==> config.mk <==
export PLATFORM = sky130hd
export DESIGN_NAME = fault_event_status_readback
export DESIGN_NICKNAME = d
export VERILOG_FILES = /design/src/logic/fault_status_pkg.sv /design/src/logic/input_sync.sv /design/src/logic/sticky_flags.sv /design/src/logic/fault_event_status_readback.sv
export VERILOG_INCLUDE_DIRS = /design/src /design/src/logic
export SDC_FILE = /design/constraint.sdc
export NUM_CORES = 1
export LEC_CHECK = 0
export BUFFER_PORTS_ARGS = -buffer_cell sky130_fd_sc_hd__buf_4
export CORE_MARGIN = 8
export CORE_UTILIZATION = 60
export CTS_BUF_LIST = sky130_fd_sc_hd__clkbuf_8
export DETAILED_ROUTE_END_ITERATION = 6
export HOLD_SLACK_MARGIN = 0.05
export PLACE_DENSITY = 0.91
export SLEW_MARGIN = 20
export SYNTH_ARGS = -nofsm -noshare
export SYNTH_HDL_FRONTEND = slang
export SYNTH_SLANG_ARGS = --single-unit
==> constraint.sdc <==
create_clock -name clock -period 3.88 [get_ports clock]
set_input_delay 0.97 -clock clock [delete_from_list [all_inputs] [get_ports clock]]
set_output_delay 0.97 -clock clock [all_outputs]
set_load 0.02 [all_outputs]
==> src/logic/fault_status_params.svh <==
// constants for the fault and event status readback bank
// assumes an 8-bit register port with 7-bit addresses
// ------------------------------------------------------------
// Overview of operation
// ------------------------------------------------------------
// Overview of operation
// - latched reg two bit 7 upper, bit 6 lower analog threshold fault, self clearing
// - latched reg two bit 5 voice power-up, bit 4 voice power-down, self clearing
// - live reg zero bit 7 clock error, bit 6 pll lock
// - summary bit 5 any channel 1 fault, bit 4 any channel 2 fault
// - channel 1 faults: shorts on bits 7,6, virtual ground on bits 5,4
// - channel 2 faults use the same layout on bits 7 to 4
// - channel 2 fault register bit 0 shows live regulator short
// - live reg one bit 3 insert, bit 2 remove, bit 1 hook button
// - live reg two shows threshold and voice conditions on bits 7 to 4
// - all status bits read-only; writes change no flag
// - reserved bits read zero; host writes zero there
// - after reset every status register reads zero
// - latched reg one holds headset insert, remove, hook on bits 3 to 1
`ifndef FAULT_STATUS_PARAMS_SVH
`define FAULT_STATUS_PARAMS_SVH
`define ADDR_LATCHED_ONE 7'h3a
`define ADDR_LATCHED_TWO 7'h3b
`define ADDR_LIVE_ZERO 7'h3c
`define ADDR_CHAN_SUMMARY 7'h3d
`define ADDR_OUT_ONE 7'h40
`define ADDR_OUT_TWO 7'h41
`define ADDR_LIVE_ONE 7'h42
`define ADDR_LIVE_TWO 7'h43
`define STATUS_RESET 8'h00
`endif

==> src/logic/fault_status_pkg.sv <==
// types for the fault and event status readback bank
// assumes nothing beyond the params header
package fault_status_pkg;
  // per-channel output fault sources
  typedef struct packed {
    logic short_pos;
    logic short_neg;
    logic vground_pos;
    logic vground_neg;
  } chan_fault_t;
  // event sources
  typedef struct packed {
    logic thresh_upper;
    logic thresh_lower;
    logic voice_up;
    logic voice_down;
    logic clock_error;
    logic pll_lock;
    logic headset_insert;
    logic headset_remove;
    logic headset_hook;
    logic regulator_short;
  } event_src_t;
  // register port request
  typedef struct packed {
    logic rd;
    logic wr;
    logic [6:0] addr;
    logic [7:0] wdata;
  } reg_req_t;
endpackage

==> src/logic/input_sync.sv <==
// three-stage synchroniser for a vector of pin-level inputs
// assumes sources are asynchronous to clock
`timescale 1ns/1ps
`default_nettype none
module input_sync
  import fault_status_pkg::*;
#(
  parameter int WIDTH = 18
) (
  // clock and reset
  input wire logic clock,
  input wire logic rst_n,
  // async in, filtered out
  input wire logic [WIDTH-1:0] async_in,
  output logic [WIDTH-1:0] sync_out
);
  logic [WIDTH-1:0] stage1, stage2, stage3;
  logic [WIDTH-1:0] next_out;
  // output changes only where stages two and three agree
  always_comb begin
    next_out = sync_out;
    for (int i = 0; i < WIDTH; i++) begin
      if (stage2[i] == stage3[i]) begin
        next_out[i] = stage3[i];
      end
    end
  end
  // stage one feeds stage two, stage two feeds stage three
  always_ff @(posedge clock) begin
    if (!rst_n) begin
      stage1 <= '0;
      stage2 <= '0;
      stage3 <= '0;
      sync_out <= '0;
    end else begin
      stage1 <= async_in;
      stage2 <= stage1;
      stage3 <= stage2;
      sync_out <= next_out;
    end
  end
endmodule // input_sync
`default_nettype wire

==> src/logic/sticky_flags.sv <==
// self-clearing latched flag byte
// assumes set and clear come from the clock domain
`timescale 1ns/1ps
`default_nettype none
`include "fault_status_params.svh"
module sticky_flags
  import fault_status_pkg::*;
(
  // clock and reset
  input wire logic clock,
  input wire logic rst_n,
  // set by condition, cleared by a read
  input wire logic [7:0] set_bits,
  input wire logic clear,
  output logic [7:0] flags
);
  logic [7:0] next_flags;
  // set wins over clear so a coincident event is kept
  always_comb begin
    next_flags = flags;
    if (clear) begin
      next_flags = 8'h00;
    end
    next_flags = next_flags | set_bits;
  end
  always_ff @(posedge clock) begin
    if (!rst_n) begin
      flags <= `STATUS_RESET;
    end else begin
      flags <= next_flags;
    end
  end
endmodule // sticky_flags
`default_nettype wire

==> src/logic/fault_event_status_readback.sv <==
// fault and event status readback bank, latched and live views
// assumes a register port with one-cycle rd/wr strobes; sources are pins
`timescale 1ns/1ps
`default_nettype none
`include "fault_status_params.svh"
module fault_event_status_readback
  import fault_status_pkg::*;
(
  // clock and reset
  input wire logic clock,
  input wire logic rst_n,
  // condition sources from analog and clock blocks
  input wire event_src_t events,
  input wire chan_fault_t chan_one,
  input wire chan_fault_t chan_two,
  // register port
  input wire reg_req_t req,
  output logic [7:0] rdata,
  output logic rvalid
);
  localparam int NSRC = 18;

  // ------------------------------------------------------------
  // synchronise source pins
  // ------------------------------------------------------------
  logic [NSRC-1:0] raw, syn;
  event_src_t ev;
  chan_fault_t c1, c2;
  assign raw = {events, chan_one, chan_two};
  input_sync #(.WIDTH(NSRC)) u_sync (
    .clock(clock),
    .rst_n(rst_n),
    .async_in(raw),
    .sync_out(syn)
  );
  assign ev = syn[17:8];
  assign c1 = syn[7:4];
  assign c2 = syn[3:0];

  // ------------------------------------------------------------
  // live views, combinational from synchronised sources
  // ------------------------------------------------------------
  logic [7:0] live_zero, live_summary, live_out_one, live_out_two;
  logic [7:0] live_one, live_two;
  // reserved positions fixed at zero
  always_comb begin
    live_zero = {ev.clock_error, ev.pll_lock, 6'h00};
    live_summary = {2'h0, |c1, |c2, 4'h0};
    live_out_one = {c1, 4'h0};
    live_out_two = {c2, 3'h0, ev.regulator_short};
    live_one = {4'h0, ev.headset_insert, ev.headset_remove, ev.headset_hook, 1'b0};
    live_two = {ev.thresh_upper, ev.thresh_lower, ev.voice_up, ev.voice_down, 4'h0};
  end

  // ------------------------------------------------------------
  // latched flags, cleared by reading their register
  // ------------------------------------------------------------
  logic [7:0] latched_one, latched_two;
  logic clr_one, clr_two;
  assign clr_one = req.rd && (req.addr == `ADDR_LATCHED_ONE);
  assign clr_two = req.rd && (req.addr == `ADDR_LATCHED_TWO);
  // set follows the live level; a lingering condition re-sets after read
  sticky_flags u_latch_one (
    .clock(clock),
    .rst_n(rst_n),
    .set_bits(live_one & 8'h0e),
    .clear(clr_one),
    .flags(latched_one)
  );
  sticky_flags u_latch_two (
    .clock(clock),
    .rst_n(rst_n),
    .set_bits(live_two & 8'hf0),
    .clear(clr_two),
    .flags(latched_two)
  );

  // ------------------------------------------------------------
  // read decode
  // ------------------------------------------------------------
  function automatic logic [7:0] pick(input logic [6:0] a, input logic [7:0] l1,
      input logic [7:0] l2, input logic [7:0] z, input logic [7:0] s,
      input logic [7:0] o1, input logic [7:0] o2, input logic [7:0] v1,
      input logic [7:0] v2);
    case (a)
      `ADDR_LATCHED_ONE: pick = l1;
      `ADDR_LATCHED_TWO: pick = l2;
      `ADDR_LIVE_ZERO: pick = z;
      `ADDR_CHAN_SUMMARY: pick = s;
      `ADDR_OUT_ONE: pick = o1;
      `ADDR_OUT_TWO: pick = o2;
      `ADDR_LIVE_ONE: pick = v1;
      `ADDR_LIVE_TWO: pick = v2;
      default: pick = 8'h00;
    endcase
  endfunction

  logic [7:0] next_rdata;
  logic next_rvalid;
  // writes are ignored entirely: no flag has a write path
  always_comb begin
    next_rvalid = req.rd;
    next_rdata = rdata;
    if (req.rd) begin
      next_rdata = pick(req.addr, latched_one, latched_two, live_zero, live_summary,
                        live_out_one, live_out_two, live_one, live_two);
    end
  end
  always_ff @(posedge clock) begin
    if (!rst_n) begin
      rdata <= `STATUS_RESET;
      rvalid <= 1'b0;
    end else begin
      rdata <= next_rdata;
      rvalid <= next_rvalid;
    end
  end

  // ------------------------------------------------------------
  // assertions
  // ------------------------------------------------------------
  a_latch_clears: assert property (@(posedge clock) disable iff (!rst_n)
    clr_two && !(|(live_two & 8'hf0)) |=> latched_two == 8'h00)
    else $error("latched two not cleared by read");
  a_voice_latch: assert property (@(posedge clock) disable iff (!rst_n)
    ev.voice_up |=> latched_two[5])
    else $error("voice up not latched");
  a_live_zero_rd: assert property (@(posedge clock) disable iff (!rst_n)
    req.rd && req.addr == `ADDR_LIVE_ZERO |=> rdata == {$past(ev.clock_error),
      $past(ev.pll_lock), 6'h00})
    else $error("live zero readback wrong");
  // checked through the read path so a broken decode or mux is caught too
  a_summary_or: assert property (@(posedge clock) disable iff (!rst_n)
    req.rd && req.addr == `ADDR_CHAN_SUMMARY |=>
      rdata == {2'h0, $past(c1 != 4'h0), $past(c2 != 4'h0), 4'h0})
    else $error("summary mismatch");
  a_out_one_rd: assert property (@(posedge clock) disable iff (!rst_n)
    req.rd && req.addr == `ADDR_OUT_ONE |=> rdata == {$past(c1), 4'h0})
    else $error("channel one fault readback wrong");
  a_out_two_rd: assert property (@(posedge clock) disable iff (!rst_n)
    req.rd && req.addr == `ADDR_OUT_TWO |=> rdata[7:1] == {$past(c2), 3'h0})
    else $error("channel two fault readback wrong");
  a_live_one_rd: assert property (@(posedge clock) disable iff (!rst_n)
    req.rd && req.addr == `ADDR_LIVE_ONE |=> rdata == {4'h0, $past(ev.headset_insert),
      $past(ev.headset_remove), $past(ev.headset_hook), 1'b0})
    else $error("live one readback wrong");
  a_live_two_rd: assert property (@(posedge clock) disable iff (!rst_n)
    req.rd && req.addr == `ADDR_LIVE_TWO |=> rdata == {$past(ev.thresh_upper),
      $past(ev.thresh_lower), $past(ev.voice_up), $past(ev.voice_down), 4'h0})
    else $error("live two readback wrong");
  // reset must clear the read port even if a read was pending
  a_reset_clear: assert property (@(posedge clock)
    !rst_n |=> rdata == `STATUS_RESET && !rvalid)
    else $error("read port not cleared by reset");
  a_rvalid_pulse: assert property (@(posedge clock) disable iff (!rst_n)
    rvalid == $past(req.rd))
    else $error("read answer not one cycle after strobe");
  a_reserved_zero: assert property (@(posedge clock) disable iff (!rst_n)
    (latched_two[3:0] == 4'h0) && (latched_one[7:4] == 4'h0) && !latched_one[0])
    else $error("reserved latched bit set");
  a_write_inert: assert property (@(posedge clock) disable iff (!rst_n)
    req.wr && !req.rd && !(|(live_one & 8'h0e)) |=> latched_one == $past(latched_one))
    else $error("write changed a flag");
  a_hold_until_rd: assert property (@(posedge clock) disable iff (!rst_n)
    latched_one[3] && !clr_one |=> latched_one[3])
    else $error("headset insert flag lost");
  a_unmapped_zero: assert property (@(posedge clock) disable iff (!rst_n)
    req.rd && req.addr == 7'h3e |=> rdata == 8'h00 && rvalid)
    else $error("unmapped read not zero");
  a_reg_short: assert property (@(posedge clock) disable iff (!rst_n)
    req.rd && req.addr == `ADDR_OUT_TWO |=>
      rdata[3:0] == {3'h0, $past(ev.regulator_short)})
    else $error("regulator short mismatch");
  c_latch_read: cover property (@(posedge clock) disable iff (!rst_n)
    latched_two[7] ##1 clr_two ##1 !latched_two[7]);
  c_set_on_clear: cover property (@(posedge clock) disable iff (!rst_n)
    clr_one && live_one[2]);
  c_chan_fault: cover property (@(posedge clock) disable iff (!rst_n)
    live_summary[5] && live_summary[4]);
  c_unmapped_read: cover property (@(posedge clock) disable iff (!rst_n)
    req.rd && req.addr == 7'h3e);
endmodule // fault_event_status_readback
`default_nettype wire

======== Word level (Yosys, flattened, before mapping) ========
Cells that the tools add are included.
word-level totals
  bits in registers ....................... 97
  output and inout port bits .............. 9
operators by class
  equality and inequality tests ........... 26
  muxes and demuxes ....................... 3
  bitwise gates (word level) .............. 2
  reduce and logical (&&, ||, !) cells .... 4
operators by type and width
  kind                number
  $pmux 8 s8          1
  $eq 7x6->1 const B  4
  $eq 7x7->1 const B  4
  $eq 1x1->1          18
  $mux 8              2
  $or 8x4->8          1
  $or 8x8->8          1
  $reduce_or 4->1     2
  $logic_and 1x1->1   2

======== Longest topological paths before layout ========
Gate-level depths: netlist of run 1.
  depth in word-level cells ............... 4
  gate-level depth with buffers ........... 6
  depth with buffers taken out ............ 4

======== Modules after synthesis ========
Synthesis of run 1 repeated with hierarchy kept, for this count alone.
unflattened totals
  cell total of the unflattened synthesis .. 330
  area total of the unflattened synthesis .. 3,420.8 sq um
modules (own cells, without submodules)
  module                       times used  cells each  area each (sq um)  sequential area each (sq um)
  input_sync                   1           187         2,123.3            1,441.4
  fault_event_status_readback  1           93          747.0              180.2
  sticky_flags                 2           25          275.3              160.2

======== Least setup slack after synthesis of run 1 ========
Ideal clock, no wire load.
  kind .................................... input -> register
  start point ............................. input req[12] (netlist name)
  end point ............................... register rdata[1]
  library setup time ...................... 0.069 ns
  arrival ................................. 1.864 ns
  slack ................................... 1.947 ns
  stages .................................. 4
  path buffers ............................ 0
  cells stage by stage .................... or3b_4 nor3_4 o211ai_2 o21ai_1
on the way
  cells in the longest elaborated chain, start to end .. 2
  elaborated cells on any way between the ends .. 9
RTL lines
  item                                             RTL line                            RTL
  start, declared                                  fault_event_status_readback.sv:17   input wire reg_req_t req,
  $eq 7x7->1 / $eq 7x6->1 (equally long branches)  fault_event_status_readback.sv:85   case (a)
  $pmux 8 s8 (*)                                   fault_event_status_readback.sv:85
  end signal, assigned                             fault_event_status_readback.sv:111  rdata <= `STATUS_RESET;
  end signal, assigned                             fault_event_status_readback.sv:114  rdata <= next_rdata;
  end, declared                                    fault_event_status_readback.sv:18   output logic [7:0] rdata,
Mark *: on every way between the ends. The rest lies on a longest branch, timed or not.
A chain may end at the register's enable or synchronous reset.

======== Final worst setup path of run 1 ========
  start point ............................. register rdata[0]
  end point ............................... output rdata[0]
No word-level cell between the ends.

==> results.ini, run 1 <==
[outcome]
status=completed

[clock_network]
cts_buffers=9
post_cts_buffers=0
clkLatencyLatePin_ns=0.35
root_buffer=clkbuf_8
clkTransAtPathRegs_ns=0.08
cts-htree-levels=3
cts_sinks=88
clk_path_buf_depth=2
cts_resized=0
ctsHoldBuffers=0
cts_tree=built

[critical_path]
crit_chain=buf_4
crit_buf_inv=1
critical_path_class=reg2out
end_kind=primary output
cpPeakStageDelay_ns=0.35
cp-start-kind=flip-flop
cp.required_ns=2.91
path_max_fanout=2
path_delay_family=flip-flops
slowest_stage=dfxtp_1
cp.arrival_ns=0.84

[routing]
totalWireLength_mm=4.98
route.detailed.drc=0
detail_route.vias_per_cell=5.06
ant_nets=0
first_pass_iters=4
drtIter0Drc=142
wl_per_cell_microns=12.8
vias=1974

[finish]
drive_above_1_share=0.180
fillers=323
utilization=0.739
area_delta_synth_final_pct=18.1
antenna_cells=0
nNetsFinal=355

[floorplanning]
fp.dieH_microns=86.2
start_util=0.626
die_width_microns=86.2
row_count=25
die_area_sq_mm=0.00743
ios=46
core_sq_mm=0.00472

[power_and_ir_drop]
powerDensity_mw_per_mm2=506
p_sw_frac=0.192
clock_power_share=0.433
worst_ir_drop_vdd_mv=0.356
p_seq_frac=0.529
p_leak_nw=1.34
combPwrFrac=0.038
p_sw_mw=0.340
p_int_mw=1.43

[grt]
use_met2=0.211
top_usage_layer=met2
grt_pass1_wl_mm=8.31
grt-ovfl-total=0
antenna_found_initial=0
grtUsageTotal=0.140
grtUsageMet1=0.171
met3_usage=0.0510
grt_pass1_vias=1886
grt_max_degree=83

[synth]
synthTopCellsByCount=dfxtp_1 (88), and2_1 (54), nand2_1 (26)
syn_avg_cell_area_sq_um=10.4
ys_ff_latch=88
ys_async_sr_fraction=0
ys_seq_area_frac=0.596
synth_top_area_share=0.596
synth_edf_count=0
synth_cell_type_count=31
syn_inst=284
synth.most_common_cell=dfxtp_1
synth_area_leader_cell=dfxtp_1
synth_ff_type=dfxtp_1
netlist_area_sq_mm=0.00296
synthTopCellsByArea=dfxtp_1 (60%), and2_1 (11%), a21boi_0 (4.8%), o21ai_0 (3.7%), nand2_1 (3.3%)
synth_fp_nets=321
yosys_warnings=0

[sta]
slew_headroom=0.635
rsz0062_at_grt=false
finalMaxSlewViolations=0
max_freq_mhz=551
skew_ns=0.00767
final.period_utilization=0.468
hold_viol_final=0
setup_viol=0
fin_crit_ns=1.81
tns_ns=0
worstMarginPinSlew_ns=0.548

[job]
cap_violations=0

[min_path]
hold_path.class=reg2reg

[placement]
place_congestion=0.787
hpwl_mm=3.14
port_buffers=36

==> area by class of cell <==
type                    count  area [sq um]  share of cell area
repair buffers             36           270              0.0774
multi-input cells         183          1120               0.321
well taps                  67          83.8              0.0240
clock buffers              11           151              0.0434
flip-flops and latches     88          1760               0.505
clock inverters             5           103              0.0294
==> sequential cells by signal, summed over array words and instances (netlist names) <==
register and count:
rdata 8, rvalid 1, u_latch_one.flags 3, u_latch_two.flags 4, u_sync.stage1 18, u_sync.stage2 18, u_sync.stage3 18, u_sync.sync_out 18
==> power groups by stage <==
| stage | clock network (mW) | logic [mW] | registers [mW] |
|---|---|---|---|
| after CTS | 0.779 | 0.0676 | 0.935 |
| after detailed placement | 0 | 0.0673 | 0.956 |
| final | 0.765 | 0.0669 | 0.935 |
| after global routing | 0.819 | 0.0739 | 0.938 |
| after floorplan | 0 | 0.0414 | 0.954 |
| after global placement | 0 | 0.0654 | 0.955 |
==> cells in the final DEF (no fill, tap or decap), types with 5 or more instances in the layout <==
master and instances:
and2_1 54, a21oi_1 7, a22oi_1 5, a21boi_0 19
o21ai_1 7, dfxtp_1 88, o21ai_0 22, nor2b_1 8
clkbuf_8 11, buf_4 36, nand3_1 6, nand2_1 26
==> worst paths after layout <==
| path | startpoint | end | slack [ns] | depth (start not counted) |
|---|---|---|---|---|
| setup / recovery | rdata[0] | rdata[0] | 2.07 | 1 |
| hold / removal | u_sync.stage1[9] | u_sync.stage2[9] | 0.43 | 1 |
| setup reg to reg | u_sync.sync_out[4] | rdata[5] | 2.75 | 4 |
| hold reg to reg | u_sync.stage1[9] | u_sync.stage2[9] | 0.43 | 1 |
==> through the flow <==
| stage | setup slack, ns | instances | total power [mW] | area, sq um | hold WS (ns) |
|---|---|---|---|---|---|
| after CTS | 2.05 | 390 | 1.78 | 3490 | 0.429 |
| after detailed placement | 1.72 | 374 | 1.02 | 3240 | 0.418 |
| final | 2.07 | 390 | 1.77 | 3490 | 0.430 |
| after global routing | 2.02 | 390 | 1.83 | 3490 | 0.442 |
| after global placement | 1.74 | 374 | 1.02 | 3240 | 0.414 |
| after floorplan | 1.95 | 284 | 0.995 | 2960 | 0.406 |
==> cell families (layout without fill, tap and decap cells) <==
| kind of cell | count (synthesis) | in the layout | synth area share |
|---|---|---|---|
| flip-flops | 88 | 88 | 0.596 |
| AND/OR/NAND/NOR | 110 | 110 | 0.215 |
| AO/OA/AOI/OAI | 69 | 69 | 0.150 |
| multiplexers | 4 | 4 | 0.0135 |
| buffers and inverters | 13 | 52 | 0.0250 |
==> routing by layer <==
metal  up-vias  part of all wire
met5         -                 0
met4         0             0.020
met3        10             0.060
met2        53              0.44
met1       879              0.48
li1       1032                 -
Power figures use the tool's default switching activity.
==> inputs of run 2 (changes only) <==
- CORE_UTILIZATION: 60 -> 58
- PLACE_DENSITY: 0.91 -> 0.88
- clock period: 3.88 -> 1.7 ns (I/O delays scaled with it)
==> results.ini, run 2 (synthesis results as in run 1) <==
[finish]
multiInputGateArea_sq_mm=0.00112  ; unchanged
area_delta_synth_final_pct=17.1
layout_common_cells=dfxtp_1 (88), and2_1 (54), buf_4 (36)
utilization=0.691  ; -0.0480
final_common_cell=dfxtp_1
ff_latch_area_sq_mm=0.00176  ; unchanged
nNetsFinal=356  ; +0.28%
antenna_cells=0  ; unchanged
drive_above_1_share=0.176  ; -0.00310
layout.cells.non_filler=393  ; +0.77%
fillers=404  ; +25%
fin_area_sq_mm=0.00346  ; -0.82%

[clock_network]
cts_sinks=88  ; unchanged
clkLatencyLatePin_ns=0.35  ; about the same
cts_resized=0  ; unchanged
root_buffer=clkbuf_8
cts_tree=built
clk_path_buf_depth=2  ; unchanged
cts_buffers=9  ; unchanged
post_cts_buffers=0  ; unchanged
ctsHoldBuffers=0  ; unchanged
clkTransAtPathRegs_ns=0.08  ; about the same
cts-htree-levels=3  ; unchanged

[sta]
hold_viol_final=0  ; unchanged
rsz0062_at_grt=false
worstMarginPinSlew_ns=0.360  ; -0.188 ns
fin_crit_ns=1.27
final.period_utilization=0.745
skew_ns=0.00850  ; +0.000826 ns
max_freq_mhz=790
tns_ns=0  ; unchanged
slew_headroom=0.759  ; +0.124
setup_viol=0  ; unchanged
finalMaxSlewViolations=0  ; unchanged

[critical_path]
slowest_stage=or3b_4
crit_chain=buf_4 > or3b_4 > nor3_4 > o211ai_2 > o21ai_1
end_kind=flip-flop
r2r_setup_slack_ns=0.52  ; -2.23 ns
cp.required_ns=1.98  ; -0.93 ns
cp.arrival_ns=1.55  ; +0.71 ns
cpPeakStageDelay_ns=0.40  ; +0.05 ns
critical_path_class=in2reg
path_delay_family=simple AND/OR/NAND/NOR gates
cp-start-kind=primary input
path_max_fanout=7  ; +5
crit_buf_inv=1  ; unchanged

[job]
cap_violations=0  ; unchanged

[grt]
grt_max_degree=49  ; -41%
antenna_found_initial=0  ; unchanged
grt-ovfl-total=0  ; unchanged
grt_pass1_vias=1820  ; -3.5%
grtUsageTotal=0.131  ; -0.00961
grt_pass1_wl_mm=7.74  ; -6.8%

[routing]
detail_route.vias_per_cell=4.98  ; -1.6%
ant_nets=0  ; unchanged
route.detailed.drc=0  ; unchanged
drtIter0Drc=171  ; +20%
totalWireLength_mm=4.67  ; -6.2%
vias=1958  ; -0.81%
first_pass_iters=4  ; unchanged
wl_per_cell_microns=11.9  ; -6.9%

[placement]
port_buffers=36  ; unchanged
placed_area_sq_mm=0.00326  ; +0.73%
hpwl_mm=3.27  ; +4.2%
place_congestion=0.741  ; -5.9%
dpl.cell_count=378  ; +1.1%

[min_path]
hold_path.class=in2reg

[power_and_ir_drop]
worst_ir_drop_vdd_mv=0.695  ; +95%
p_total_mw=3.74  ; +110%
powerDensity_mw_per_mm2=1080  ; +110%
p_leak_nw=1.33  ; -0.78%

[floorplanning]
row_count=26  ; +4.0%
ios=46  ; unchanged
die_width_microns=87.4  ; +1.4%
start_util=0.590  ; -0.0358
core_sq_mm=0.00501  ; +6.1%
die_area_sq_mm=0.00764  ; +2.8%
fp.dieH_microns=87.4  ; +1.4%

[outcome]
status=completed

[run 2: cell types whose count changed in the layout (fill, tap and decap cells not counted), sizes merged]
| cell | previous run | this run |
|---|---|---|
| clkinv | 0 | 2 |
| clkbuf | 11 | 9 |
| buf | 36 | 37 |
| bufinv | 3 | 2 |
[run 2: final cells by class]
cell class | count | area share
tap | 70 | 0.0253
clock buffer | 9 | 0.0358
timing repair buffer | 37 | 0.0838
multi-input combinational | 183 | 0.324
clock inverter | 6 | 0.0224
sequential | 88 | 0.509
[run 2: power breakdown]
part / switching, mW / internal (mW)
combinational: 0.0670 / 0.0905
clock: 0.649 / 0.804
sequential: 0.0197 / 2.11
[run 2: per-stage QoR]
step,hold slack [ns],setup slack [ns]
floorplan,0.406,0.312
global placement,0.411,0.110
detailed placement,0.416,0.0664
CTS,0.268,0.421
global route,0.270,0.335
finish,0.283,0.434
[run 2: final timing paths]
kind,to,cells past startpoint,start
max,rdata[1],5,req[12]
min,u_sync.stage1[8],2,events[0]
max reg2reg,rdata[4],4,u_sync.sync_out[0]
min reg2reg,u_sync.stage2[0],1,u_sync.stage1[0]
[run 2: layer usage]
layer / track usage / vias to the layer above / share of wire
met5: 0 / - / 0
met2: 0.201 / 44 / 0.45
met4: 0.0891 / 0 / 0.023
met3: 0.0368 / 7 / 0.046
li1: - / 1028 / -
met1: 0.154 / 879 / 0.48
==> inputs of run 3 (changes only) <==
- CORE_UTILIZATION: 58 -> 52
- PLACE_DENSITY: 0.88 -> 0.84
- clock period: 1.7 -> 1.1 ns (I/O delays scaled with it)
==> results.ini, run 3 (synthesis results as in run 1) <==
[clock_network]
cts_buffers=9  ; unchanged
cts-htree-levels=3  ; unchanged
ctsHoldBuffers=0  ; unchanged
root_buffer=clkbuf_8
clk_path_buf_depth=2  ; unchanged
cts_sinks=88  ; unchanged
cts_tree=built
clkLatencyLatePin_ns=0.35  ; about the same
clkTransAtPathRegs_ns=0.07  ; about the same

[routing]
first_pass_iters=4  ; unchanged
vias=2054  ; +4.9%
drtIter0Drc=104  ; -39%
wl_per_cell_microns=12.5  ; +4.8%
wl_met1_mm=2.27  ; +1.2%
route.met3.wl_microns=301  ; +39%
highest_layer=met4
route.detailed.drc=0  ; unchanged
met2_length_mm=2.41  ; +14%
ant_nets=0  ; unchanged
totalWireLength_mm=5.11  ; +9.4%
detail_route.vias_per_cell=5.01  ; +0.55%

[grt]
grt_max_degree=40  ; -18%
grt_pass1_wl_mm=8.80  ; +14%
grt-ovfl-total=0  ; unchanged
antenna_found_initial=0  ; unchanged
grt_pass1_vias=2043  ; +12%
grtUsageTotal=0.130  ; -0.000285

[placement]
hpwl_mm=3.70  ; +13%
place_congestion=0.767  ; +3.6%
dpl.cell_count=397  ; +5.0%
port_buffers=36  ; unchanged

[finish]
layout.cells.non_filler=410  ; +4.3%
drive_above_1_share=0.269  ; +0.0928
final_common_cell=dfxtp_1
nNetsFinal=374  ; +5.1%
utilization=0.665  ; -0.0260
layout_common_cells=dfxtp_1 (74), and2_1 (54), buf_4 (46)
area_delta_synth_final_pct=23.9
antenna_cells=0  ; unchanged

[sta]
skew_ns=0.00717  ; -0.00133 ns
final.period_utilization=0.996
fin_crit_ns=1.10
finalMaxSlewViolations=0  ; unchanged
tns_ns=0  ; unchanged
setup_viol=0  ; unchanged
hold_viol_final=0  ; unchanged
slew_headroom=0.826  ; +0.0665
max_freq_mhz=913
rsz0062_at_grt=true
worstMarginPinSlew_ns=0.261  ; -0.0995 ns

[critical_path]
cp.arrival_ns=1.33  ; -0.22 ns
cp-start-kind=flip-flop
slowest_stage=dfxtp_2
path_delay_family=compound AO/OA/AOI/OAI gates
path_max_fanout=2  ; -5
cp.required_ns=1.34  ; -0.64 ns
cpPeakStageDelay_ns=0.33  ; -0.07 ns
critical_path_class=reg2reg
end_kind=flip-flop
crit_buf_inv=0  ; -1
crit_chain=nor4_4 > o2bb2ai_1 > a32oi_1 > o21ai_1

[power_and_ir_drop]
p_total_mw=5.65  ; +51%
p_int_mw=4.55  ; +51%
p_seq_frac=0.584  ; +0.014
p_sw_frac=0.194  ; -0.00257
p_sw_mw=1.10  ; +49%
clock_power_share=0.367  ; -0.021
p_leak_nw=1.44  ; +7.8%
combPwrFrac=0.049  ; +0.007
powerDensity_mw_per_mm2=1540  ; +43%
worst_ir_drop_vdd_mv=0.893  ; +29%

[job]
cap_violations=0  ; unchanged

[floorplanning]
start_util=0.537  ; -0.0532
ios=46  ; unchanged
row_count=27  ; +3.8%
die_width_microns=91.4  ; +4.6%
die_area_sq_mm=0.00835  ; +9.4%
fp.dieH_microns=91.4  ; +4.6%
core_sq_mm=0.00551  ; +9.9%

[min_path]
hold_path.class=in2reg

[outcome]
status=completed

run 3: cell types whose count changed in the layout (fill, tap and decap cells not counted), sizes merged:
| cell | previous run | this run |
|---|---|---|
| buf | 37 | 55 |
| clkbuf | 9 | 11 |
| bufinv | 2 | 1 |
| inv | 2 | 0 |
| clkinv | 2 | 0 |
run 3: routing by layer:
layer  GRT usage  up-vias
met3      0.0469       11
met4      0.0832        0
met1       0.140      927
met5           0        -
li1            -     1061
met2       0.213       55
run 3: final cells by class:
type	instances	area, sq um
flip-flops and latches	88	1780
repair buffers	55	455
clock buffers	11	151
multi-input cells	183	1160
fillers	451	1840
clock inverters	1	30.0
well taps	72	90.1
run 3: power by group through the flow:
stage	Combinational (mW)	Clock (mW)	Sequential, mW
3_3_place_gp	0.267	0	3.37
5_1_grt	0.304	2.28	3.31
3_5_place_dp	0.275	0	3.37
6_report	0.275	2.08	3.30
4_1_cts	0.277	2.15	3.30
2_1_floorplan	0.147	0	3.37
run 3: worst paths after layout:
path / end / start / cells after the start / slack [ns]
max: rdata[4] / u_sync.sync_out[2] / 4 / 0.005
min: u_sync.stage1[4] / chan_one[0] / 2 / 0.13
max reg2reg: rdata[4] / u_sync.sync_out[2] / 4 / 0.005
min reg2reg: u_sync.stage2[0] / u_sync.stage1[0] / 1 / 0.43
run 3: metrics by stage:
stage,instance area [sq um],hold WS (ns),setup WS (ns)
finish,3660,0.131,0.00451
global route,3660,0.117,-0.0712
CTS,3630,0.114,-0.0107
detailed placement,3400,0.410,-0.272
global placement,3400,0.414,-0.242
floorplan,2960,0.402,-0.133
run 3: repair_timing:
| item | CTS | global route |
|---|---|---|
| gates resized for setup | 18 | 10 |
| endpoints found under the hold margin | 0 | 0 |
| pin swaps | 2 | 6 |
| endpoints found under the setup margin | 10 | 10 |
| buffers inserted | 0 | 1 |
